### src/design/ccb_pkg.sv
// constants shared by the processor card bus master interface
package ccb_pkg;

  // system clock and reference
  localparam int unsigned SYS_CLK_HZ = 200_000_000;
  localparam int unsigned REF_HZ     = 8_000_000;
  localparam int unsigned REF_DIV    = SYS_CLK_HZ / REF_HZ;
  localparam int unsigned REF_CW     = 5;
  localparam logic [REF_CW-1:0] REF_LAST =
    REF_CW'(REF_DIV - 1);

  // power-on clear minimum low time
  localparam int unsigned POC_MIN_MS = 10;
  localparam int unsigned POC_CYCLES =
    (SYS_CLK_HZ / 1000) * POC_MIN_MS;
  localparam int unsigned POC_CW     = 22;

  // jump option switch layout
  localparam int unsigned SW_W       = 5;
  localparam int unsigned SW_ADDR_HI = 3;
  localparam int unsigned SW_ENABLE  = 4;

  // jump sequence bytes
  localparam logic [7:0]  JMP_OPCODE = 8'hC3;
  localparam logic [7:0]  JMP_LOW    = 8'h00;
  localparam logic [3:0]  JMP_NIBBLE = 4'h0;

  // serial line rate divider
  localparam int unsigned BAUD_CW    = 16;
  localparam logic [BAUD_CW-1:0] BAUD_RST_DIV = 16'h0034;
  localparam int unsigned N_PORTS    = 2;

  // bus widths
  localparam int unsigned ADDR_W     = 16;
  localparam int unsigned DATA_W     = 8;

  typedef enum logic [2:0] {
    JMP_IDLE,
    JMP_OP,
    JMP_LO,
    JMP_HI,
    JMP_DONE
  } ccb_jmp_t;

endpackage : ccb_pkg

### src/design/ccb_master.sv
// processor card bus master: clocks, buffers, strobes, power-on jump
//
// Operation
// RQ1 - after power-on clear, start at a switch-chosen 4K boundary instead of zero
// RQ2 - four switch positions give start address bits fifteen to twelve
// RQ3 - fifth switch position enables the jump; when off, address switches ignored
// RQ4 - jump circuit puts start address on internal data bus for fetch
// RQ5 - one 8 MHz reference feeds processor clock and every bus timing output
// RQ6 - drive 2 MHz bus clock, high time 40 to 60 percent
// RQ7 - drive 4 MHz phase two as master bus timing reference
// RQ8 - each serial port gets own reference, divided to programmed line rate
// RQ9 - sixteen address lines reach bus through releasable tri-state buffers
// RQ10 - 8-bit bidirectional internal data path, buffered to data-in and data-out
// RQ11 - assert pSYNC at the start of each machine cycle
// RQ12 - write strobe low only while valid write data sits on data-out
// RQ13 - pDBIN requests read data; slave drives data-in meanwhile
// RQ14 - on hold request release bus and assert pHLDA
// RQ15 - assert MWRT during memory write cycles
// RQ16 - bus control outputs come from registered latches
// RQ17 - asterisk-named signals are active low on both sides
// RQ18 - temporary master requests the bus by asserting hold
// RQ19 - reset request or power-up gives power-on clear to bus and jump circuit
// RQ20 - jump target holds switch value above twelve zero bits
`timescale 1ns/1ps
`default_nettype none

module ccb_master
  import ccb_pkg::*;
#(
  parameter int unsigned POC_HOLD = POC_CYCLES
) (
  input  wire logic              i_clock,
  input  wire logic              i_nrst,
  // bus reset request and power-on clear
  input  wire logic              i_reset_req_n,
  output logic                   o_poc_n,
  // option switch and serial divisors
  input  wire logic [SW_W-1:0]   i_jump_option_switch,
  input  wire logic [BAUD_CW-1:0] i_sp1_divisor,
  input  wire logic [BAUD_CW-1:0] i_sp2_divisor,
  // timing outputs
  output logic                   o_bus_clock,
  output logic                   o_phase2,
  output logic                   o_cpu_phi,
  output logic                   o_cpu_clk_en,
  output logic                   o_serial_port_one_timing_ref,
  output logic                   o_serial_port_two_timing_ref,
  output logic                   o_sp1_rate_tick,
  output logic                   o_sp2_rate_tick,
  // processor side
  output logic                   o_cpu_reset_n,
  input  wire logic [ADDR_W-1:0] i_cpu_addr,
  input  wire logic [DATA_W-1:0] i_cpu_dout,
  input  wire logic              i_cpu_dout_oe,
  output logic [DATA_W-1:0]      o_cpu_din,
  input  wire logic              i_cpu_mreq_n,
  input  wire logic              i_cpu_iorq_n,
  input  wire logic              i_cpu_rd_n,
  input  wire logic              i_cpu_wr_n,
  input  wire logic              i_cpu_busak_n,
  output logic                   o_cpu_busrq_n,
  // backplane side
  output logic [ADDR_W-1:0]      o_addr,
  output logic                   o_addr_oe,
  input  wire logic [DATA_W-1:0] i_di,
  output logic [DATA_W-1:0]      o_do,
  output logic                   o_do_oe,
  output logic                   o_ctl_oe,
  output logic                   o_psync,
  output logic                   o_pwr_n,
  output logic                   o_pdbin,
  output logic                   o_mwrt,
  output logic                   o_phlda,
  input  wire logic              i_hold_n
);

  // ---------------- power-on clear ----------------
  logic [POC_CW-1:0] poc_cnt_q;
  logic              poc_n_q;

  // restart the low time on every reset request
  always_ff @(posedge i_clock or negedge i_nrst) begin
    if (!i_nrst) begin
      poc_cnt_q <= '0;
      poc_n_q   <= 1'b0;
    end else if (!i_reset_req_n) begin // RQ19
      poc_cnt_q <= '0;
      poc_n_q   <= 1'b0;
    end else if (!poc_n_q) begin
      if (poc_cnt_q == POC_CW'(POC_HOLD - 1)) begin
        poc_n_q <= 1'b1;
      end else begin
        poc_cnt_q <= poc_cnt_q + 1'b1;
      end
    end
  end

  assign o_poc_n       = poc_n_q; // RQ19 RQ17
  assign o_cpu_reset_n = poc_n_q;

  // ---------------- timing chain ----------------
  logic [REF_CW-1:0] ref_cnt_q;
  logic              ref_tick;
  logic              phase2_q;
  logic              bus_clk_q;
  logic              phi_tick;

  always_ff @(posedge i_clock or negedge i_nrst) begin
    if (!i_nrst) begin
      ref_cnt_q <= '0;
    end else if (ref_tick) begin
      ref_cnt_q <= '0;
    end else begin
      ref_cnt_q <= ref_cnt_q + 1'b1;
    end
  end

  assign ref_tick = (ref_cnt_q == REF_LAST); // RQ5

  // 4 MHz phase two toggles on every 8 MHz tick
  always_ff @(posedge i_clock or negedge i_nrst) begin
    if (!i_nrst) begin
      phase2_q <= 1'b0;
    end else if (ref_tick) begin
      phase2_q <= ~phase2_q; // RQ7
    end
  end

  assign phi_tick = ref_tick & ~phase2_q;

  // 2 MHz clock: toggling on phase rise keeps it at 50 percent
  always_ff @(posedge i_clock or negedge i_nrst) begin
    if (!i_nrst) begin
      bus_clk_q <= 1'b0;
    end else if (phi_tick) begin
      bus_clk_q <= ~bus_clk_q; // RQ6
    end
  end

  assign o_phase2     = phase2_q;
  assign o_bus_clock  = bus_clk_q;
  assign o_cpu_phi    = phase2_q;
  assign o_cpu_clk_en = phi_tick; // RQ5

  // ---------------- serial rate dividers ----------------
  logic [BAUD_CW-1:0] div_in [N_PORTS];
  logic [N_PORTS-1:0] rate_tick;
  logic [N_PORTS-1:0] sp_ref_q;

  assign div_in[0] = i_sp1_divisor;
  assign div_in[1] = i_sp2_divisor;

  for (genvar p = 0; p < N_PORTS; p++) begin : g_port
    logic [BAUD_CW-1:0] cnt_q;
    logic [BAUD_CW-1:0] div_q;
    logic               tick_q;

    // each port holds its own copy of the reference
    always_ff @(posedge i_clock or negedge i_nrst) begin
      if (!i_nrst) begin
        sp_ref_q[p] <= 1'b0;
      end else begin
        sp_ref_q[p] <= ref_tick; // RQ8
      end
    end

    // divisor is picked up only at a wrap, so a rewrite never glitches a bit
    always_ff @(posedge i_clock or negedge i_nrst) begin
      if (!i_nrst) begin
        cnt_q  <= '0;
        div_q  <= BAUD_RST_DIV;
        tick_q <= 1'b0;
      end else begin
        tick_q <= 1'b0;
        if (sp_ref_q[p]) begin
          if (cnt_q >= div_q) begin
            cnt_q  <= '0;
            div_q  <= div_in[p];
            tick_q <= 1'b1; // RQ8
          end else begin
            cnt_q <= cnt_q + 1'b1;
          end
        end
      end
    end

    assign rate_tick[p] = tick_q;
  end

  assign o_serial_port_one_timing_ref = sp_ref_q[0];
  assign o_serial_port_two_timing_ref = sp_ref_q[1];
  assign o_sp1_rate_tick              = rate_tick[0];
  assign o_sp2_rate_tick              = rate_tick[1];

  // ---------------- bus hold ----------------
  logic busrq_n_q;
  logic phlda_q;

  always_ff @(posedge i_clock or negedge i_nrst) begin
    if (!i_nrst) begin
      busrq_n_q <= 1'b1;
      phlda_q   <= 1'b0;
    end else begin
      busrq_n_q <= i_hold_n;       // RQ18 RQ17
      phlda_q   <= ~i_cpu_busak_n; // RQ14
    end
  end

  assign o_cpu_busrq_n = busrq_n_q;
  assign o_phlda       = phlda_q;

  // ---------------- control latches ----------------
  logic              cyc_act;
  logic              cyc_act_q;
  logic              psync_q;
  logic              pwr_n_q;
  logic              pdbin_q;
  logic              mwrt_q;
  logic              own_q;
  logic [ADDR_W-1:0] addr_q;
  logic [DATA_W-1:0] do_q;

  assign cyc_act = ~i_cpu_mreq_n | ~i_cpu_iorq_n;

  // pSYNC stretches to the next reference tick for slow slaves
  always_ff @(posedge i_clock or negedge i_nrst) begin
    if (!i_nrst) begin
      cyc_act_q <= 1'b0;
      psync_q   <= 1'b0;
    end else begin
      cyc_act_q <= cyc_act;
      if (cyc_act & ~cyc_act_q) begin
        psync_q <= 1'b1; // RQ11
      end else if (ref_tick) begin
        psync_q <= 1'b0;
      end
    end
  end

  // strobes and write data latched on the same edge, so data-out is valid whenever pWR* is low
  always_ff @(posedge i_clock or negedge i_nrst) begin
    if (!i_nrst) begin
      pwr_n_q <= 1'b1;
      pdbin_q <= 1'b0;
      mwrt_q  <= 1'b0;
      do_q    <= '0;
      addr_q  <= '0;
    end else begin
      addr_q  <= i_cpu_addr; // RQ9
      pdbin_q <= ~i_cpu_rd_n & cyc_act; // RQ13 RQ16
      pwr_n_q <= ~(~i_cpu_wr_n & i_cpu_dout_oe); // RQ12 RQ16
      mwrt_q  <= ~i_cpu_wr_n & i_cpu_dout_oe & ~i_cpu_mreq_n; // RQ15
      if (i_cpu_dout_oe) begin
        do_q <= i_cpu_dout; // RQ10
      end
    end
  end

  // buffers released while another master holds the bus
  always_ff @(posedge i_clock or negedge i_nrst) begin
    if (!i_nrst) begin
      own_q <= 1'b0;
    end else begin
      own_q <= poc_n_q & i_cpu_busak_n; // RQ14 RQ9
    end
  end

  assign o_psync   = psync_q;
  assign o_pwr_n   = pwr_n_q;
  assign o_pdbin   = pdbin_q;
  assign o_mwrt    = mwrt_q;
  assign o_addr    = addr_q;
  assign o_do      = do_q;
  assign o_addr_oe = own_q; // RQ9
  assign o_do_oe   = own_q; // RQ10
  assign o_ctl_oe  = own_q;

  // ---------------- power-on jump ----------------
  ccb_jmp_t         jmp_q;
  logic [SW_W-1:0]  sw_q;
  logic             rd_act;
  logic             rd_act_q;
  logic             rd_end;
  logic [DATA_W-1:0] jmp_byte;
  logic [DATA_W-1:0] din_q;

  // switches caught while clear is held, frozen after release
  always_ff @(posedge i_clock or negedge i_nrst) begin
    if (!i_nrst) begin
      sw_q <= '0;
    end else if (!poc_n_q) begin
      sw_q <= i_jump_option_switch; // RQ19
    end
  end

  assign rd_act = ~i_cpu_mreq_n & ~i_cpu_rd_n;
  assign rd_end = rd_act_q & ~rd_act;

  always_ff @(posedge i_clock or negedge i_nrst) begin
    if (!i_nrst) begin
      rd_act_q <= 1'b0;
    end else begin
      rd_act_q <= rd_act;
    end
  end

  // three memory reads after clear are fed a jump instruction
  always_ff @(posedge i_clock or negedge i_nrst) begin
    if (!i_nrst) begin
      jmp_q <= JMP_IDLE;
    end else if (!poc_n_q) begin
      jmp_q <= JMP_IDLE; // RQ19
    end else begin
      unique case (jmp_q)
        JMP_IDLE: begin
          jmp_q <= sw_q[SW_ENABLE] ? JMP_OP : JMP_DONE; // RQ3 RQ1
        end
        JMP_OP: begin
          if (rd_end) begin
            jmp_q <= JMP_LO;
          end
        end
        JMP_LO: begin
          if (rd_end) begin
            jmp_q <= JMP_HI;
          end
        end
        JMP_HI: begin
          if (rd_end) begin
            jmp_q <= JMP_DONE;
          end
        end
        JMP_DONE: begin
          jmp_q <= JMP_DONE;
        end
      endcase
    end
  end

  always_comb begin
    jmp_byte = i_di;
    unique case (jmp_q)
      JMP_OP:   jmp_byte = JMP_OPCODE; // RQ4
      JMP_LO:   jmp_byte = JMP_LOW; // RQ20
      JMP_HI:   jmp_byte = {sw_q[SW_ADDR_HI:0], JMP_NIBBLE}; // RQ2 RQ20
      JMP_IDLE: jmp_byte = i_di;
      JMP_DONE: jmp_byte = i_di;
    endcase
  end

  // internal data bus: read data from data-in buffers or jump circuit
  always_ff @(posedge i_clock or negedge i_nrst) begin
    if (!i_nrst) begin
      din_q <= '0;
    end else if (~i_cpu_rd_n) begin
      din_q <= jmp_byte; // RQ10 RQ4
    end
  end

  assign o_cpu_din = din_q;

endmodule : ccb_master

`default_nettype wire

### config.mk
export PLATFORM = sky130hd
export DESIGN_NAME = ccb_master
export DESIGN_NICKNAME = d
export VERILOG_FILES = /design/src/design/ccb_pkg.sv /design/src/design/ccb_master.sv
export SDC_FILE = /design/constraint.sdc
export NUM_CORES = 1
export LEC_CHECK = 0
export ABC_AREA = 0
export BUFFER_PORTS_ARGS = -buffer_cell sky130_fd_sc_hd__buf_2
export CAP_MARGIN = 20
export CORE_MARGIN = 2
export CORE_UTILIZATION = 50
export CTS_CLUSTER_DIAMETER = 150
export DETAILED_ROUTE_END_ITERATION = 6
export PLACE_DENSITY = 0.84
export SYNTH_ARGS = -nofsm -noshare
export SYNTH_HDL_FRONTEND = slang
export SYNTH_SLANG_ARGS = --single-unit
### constraint.sdc
create_clock -name i_clock -period 2.46 [get_ports i_clock]
set_input_delay 0.246 -clock i_clock [delete_from_list [all_inputs] [get_ports i_clock]]
set_output_delay 0.246 -clock i_clock [all_outputs]
set_load 0.005 [all_outputs]
After elaboration in Yosys (flattened, before gate mapping)
Cells that the tools add are included.
- flip-flop bits (word level): 146
- bits in latches: 0
- bits in writable memories: 0
- bits in read-only memories: 0
- output and inout bits: 51
- word-level logic and storage cells: 91
- memories kept: 0
- $add $sub $neg: 4
- multiply operators: 0
- divide/modulo/power cells: 0
- magnitude comparators: 2
- equal/unequal tests: 11
- shift operators: 0
- mux-type cells: 22
- bitwise gates (word level): 19
- reductions and logical operators: 7
- operators by type and width (kind ; number):
    2-to-1 mux 22 bit ; 3
    adder 16 x 1 -> 16 bit (second input constant) ; 2
    >= comparator 16 bit ; 2
    2-to-1 mux 16 bit ; 2
    case mux 8 bit (4 select lines) ; 1
    adder 22 x 1 -> 22 bit (second input constant) ; 1
    equality test 22 x 21 -> 1 bit (second input constant) ; 1
    2-to-1 mux 3 bit ; 5
    case mux 3 bit (5 select lines) ; 1
    NOT 1 bit ; 10
    2-to-1 mux 1 bit ; 9
    != test 3 bit (second input constant) ; 3
    AND 1 bit ; 8
    equality test 3 x 2 -> 1 bit (second input constant) ; 2
    AND reduction 2 bit ; 3
    adder 5 x 1 -> 5 bit (second input constant) ; 1
    equality test 5 bit (second input constant) ; 1
    2-to-1 mux 5 bit ; 1
    != test 2 bit (second input constant) ; 2
    equality test 3 x 1 -> 1 bit (second input constant) ; 1
    equality test 3 bit (second input constant) ; 1
    logical NOT 3 bit ; 1
    AND reduction 3 bit ; 1
    nonzero test 2 bit ; 1
    other kinds (2) ; 2

Depth between registers and ports, before layout
- word-level depth: 7
- mapped depth: 11
- mapped depth without buffers: 8

Least setup slack after synthesis
No wires, ideal clock.
- path kind: register to register
- start point: register g_port[1].cnt_q[1]
- end point: register g_port[1].div_q[10]
- setup time: 0.125 ns
- arrival: 2.249 ns
- required time: 2.335 ns
- path slack: 0.085 ns
- cell stages (with the launch flop): 10
- path buffers: 2
- clock period less this slack: 2.375 ns
- cells stage by stage: dfrtp_1 -> ha_1 -> nor2b_1 -> o211a_1 -> o311ai_2 -> nand4_2 -> and2_4 -> buf_6 -> buf_12 -> mux2_4
- word-level cells in the longest chain between the ends: 2
- RTL lines (what ; RTL line ; source):
    start: declaration ; ccb_master.sv:154 ; logic [BAUD_CW-1:0] cnt_q;
    start signal: assignment ; ccb_master.sv:181 ; cnt_q <= cnt_q + 1'b1;
    >= comparator 16 bit ; ccb_master.sv:176 ; if (cnt_q >= div_q) begin
    AND reduction 2 bit (no line) ; n/a ;
    end signal: assignment ; ccb_master.sv:178 ; div_q <= div_in[p];
    end: declaration ; ccb_master.sv:155 ; logic [BAUD_CW-1:0] div_q;
Every way passes these cells.
A chain may end at the register's enable or synchronous reset.

Worst setup path after layout
- start point: register g_port[0].cnt_q[11]
- end point: register g_port[0].div_q[0]
- word-level cells in the longest chain between the ends: 2
- RTL lines (what ; RTL line):
    start: declaration ; ccb_master.sv:154
    start signal: assignment ; ccb_master.sv:181
    >= comparator 16 bit ; ccb_master.sv:176
    AND reduction 2 bit (no line) ; n/a
    end signal: assignment ; ccb_master.sv:178
    end: declaration ; ccb_master.sv:155
Every way passes these cells.

==> impl_metrics.ini <==
[clocking]
cts_max_path_buffers = 2
clock-sinks = 146
cts-htree-levels = 4
cts_tree = yes
path_clk_slew_ps = 60
cts_buffers = 17
clk_latency_ps = 430
post_cts_buffers = 0
cts_root_buf = clkbuf_16

[min_path]
min_path_type = in2reg

[floorplan]
dieArea_um2 = 14600
row_count = 42
core_area_um2 = 13300
die_w_um = 121
initial_core_util = 0.512
die_h_um = 121
ios = 130

[routing]
drc = 0
via_per_inst = 5.13
drt-total-wl_um = 13500
drt_first_pass_iters = 4
num_vias = 4995
drtIter0Drc = 222
ant_nets = 0
detail_route.wl_per_cell_um = 13.9

[sta]
max_freq_mhz = 436
hold_viol = 0
period_needed_ps = 2290
slew_viol_final = 0
setup_ws_ps = 167
skew_ps = 8.16
relSlewSlack = 0.556
tightestPinTransition_ps = 666
rsz0062_at_grt = false
whs_ps = 19.3
tns_ps = 0
min_period_over_period = 0.932
setup_violations = 0

[global_route]
grt_start_max_net_pins = 74
antenna_found_initial = 0
overflow = 0
track_usage = 0.205
grt_pass1_wl_um = 23600
grt_pass1_vias = 5213

[place]
placed_cell_area_um2 = 7660
gp_congestion = 0.819
io_buffers = 129
dp_hpwl_um = 9180
place_inst = 920
place_ws_ps = 194

[setup_path]
cp-start-kind = register
crit_type = reg2reg
arrival_ps = 2610
crit_required_ps = 2770
worstSetupEndpointType = register
critPathMaxFanout = 8

[finish]
fin_util = 0.640
antenna_cells = 0
finalNonFillerCells = 973
drive_gt1_frac = 0.270
final_common_cell = dfrtp_1
area_growth_pct = 24.9
finalNetCount = 900
final_area_um2 = 8510
layout_common_cells = 138 x dfrtp_1, 128 x buf_2, 59 x nand2_1

[power_and_ir_drop]
power_mw = 5.53
power_density_nw_per_um2 = 649
leakagePower_nw = 4.24
vdd_drop_max_v = 0.000457

[logic_synthesis]
postSynthCellCount = 626
synth-edff-count = 0
ys_async_sr_fraction = 1.00
synth_area_um2 = 6810
seq_area_frac_synth = 0.538
syn_nets = 742
synth_warnings = 0
syn_avg_cell_area_um2 = 10.9
synth_cell_types = 55
synthFlopType = dfrtp_1
yosys_register_bits = 146

[flow_run]
max-cap-violations = 0

[run_status]
status = completed
[flip-flops by register name, indices dropped and copies added (netlist names), 3 cells and up]
register,count
g_port.cnt_q,32
g_port.div_q,32
jmp_q,3
o_addr,16
o_cpu_din,8
o_do,8
poc_cnt_q,22
ref_cnt_q,5
sw_q,5
[cell usage after synthesis (all sizes together) (2+ instances only)]
| master | number | area [um^2] |
|---|---|---|
| o2bb2ai | 3 | 26.3 |
| nor4 | 2 | 12.5 |
| nor3 | 8 | 40.0 |
| nor2 | 48 | 180 |
| o21ai | 41 | 205 |
| a21oi | 16 | 80.1 |
| inv | 41 | 154 |
| nand4b | 2 | 17.5 |
| xor2 | 24 | 210 |
| nor4b | 2 | 17.5 |
| buf | 8 | 80.1 |
| a211oi | 2 | 15.0 |
| nor3b | 2 | 15.0 |
| nand3 | 27 | 135 |
| a211o | 2 | 17.5 |
| o211ai | 2 | 15.0 |
| mux2 | 30 | 364 |
| nand2b | 4 | 25.0 |
| or2 | 2 | 12.5 |
| xnor2 | 19 | 166 |
| and2 | 25 | 159 |
| o31ai | 4 | 30.0 |
| a21boi | 4 | 30.0 |
| ha | 37 | 463 |
| o21bai | 2 | 18.8 |
| nand4 | 11 | 75.1 |
| dfstp | 8 | 210 |
| dfrtp | 138 | 3450 |
| a311oi | 3 | 32.5 |
| and3 | 9 | 56.3 |
| or3 | 7 | 43.8 |
| nor2b | 5 | 31.3 |
| nand2 | 59 | 221 |
| a32oi | 2 | 17.5 |
| a21o | 2 | 15.0 |
| clkbuf | 12 | 45.0 |
| and4 | 2 | 17.5 |
[area by class of cell]
class                           instances  area (um^2)
Clock buffer                           20          447
Fill cell                            1088         4780
Inverter                               42          158
Timing Repair Buffer                  159          955
Tap cell                              176          220
Clock inverter                         12          180
Sequential cell                       146         3660
Multi-Input combinational cell        418         2890
[timing repair]
item                       CTS  global route
setup endpoints to repair    0             1
resized for setup            0             2
hold buffers                21             0
hold endpoints to repair    86             0
[power breakdown]
part,switching [mW],leakage [nW],total (mW),internal [mW]
logic,0.136,2.14,0.287,0.151
registers,0.0320,1.80,2.50,2.47
clock network,1.01,0.301,2.74,1.73
[path summary, 6_finish.rpt]
kind / start / endpoint / slack (ps) / cells past startpoint
max: g_port[0].cnt_q[11] / g_port[0].div_q[0] / 170 / 6
min: i_sp1_divisor[6] / g_port[0].div_q[6] / 20 / 3
max reg2reg: g_port[0].cnt_q[11] / g_port[0].div_q[0] / 170 / 6
min reg2reg: o_bus_clock / o_bus_clock / 470 / 1
max in group asynchronous: i_nrst / g_port[1].div_q[5] / 1310 / 3
min in group asynchronous: i_nrst / poc_cnt_q[13] / 410 / 2
[metal layers]
layer / share of wire / track usage / vias to the layer above
li1: - / - / 2459
met1: 0.44 / 0.245 / 2425
met2: 0.51 / 0.353 / 94
met3: 0.041 / 0.0580 / 17
met4: 0.015 / 0.0741 / 0
met5: 0 / 0 / -
[critical path: stages, from the launching register on]
cell      delay, ps
dfrtp_1         430
ha_1            320
nand4_1         160
a311oi_1        500
a311oi_4         90
a21oi_4         300
mux2_2          370
[logic make-up (layout without fill, tap and decap cells)]
group                    count (synthesis)  after routing  share of synthesized area
AO/OA/AOI/OAI                           89             89                     0.0830
adder cells (fa/ha/maj)                 37             37                     0.0680
XOR/XNOR                                43             43                     0.0553
flip-flops                             146            146                      0.538
buffers and inverters                   62            233                     0.0415
AND/OR/NAND/NOR                        218            218                      0.160
multiplexers                            31             31                     0.0549
Note: power is estimated with default switching activity, not from simulation.
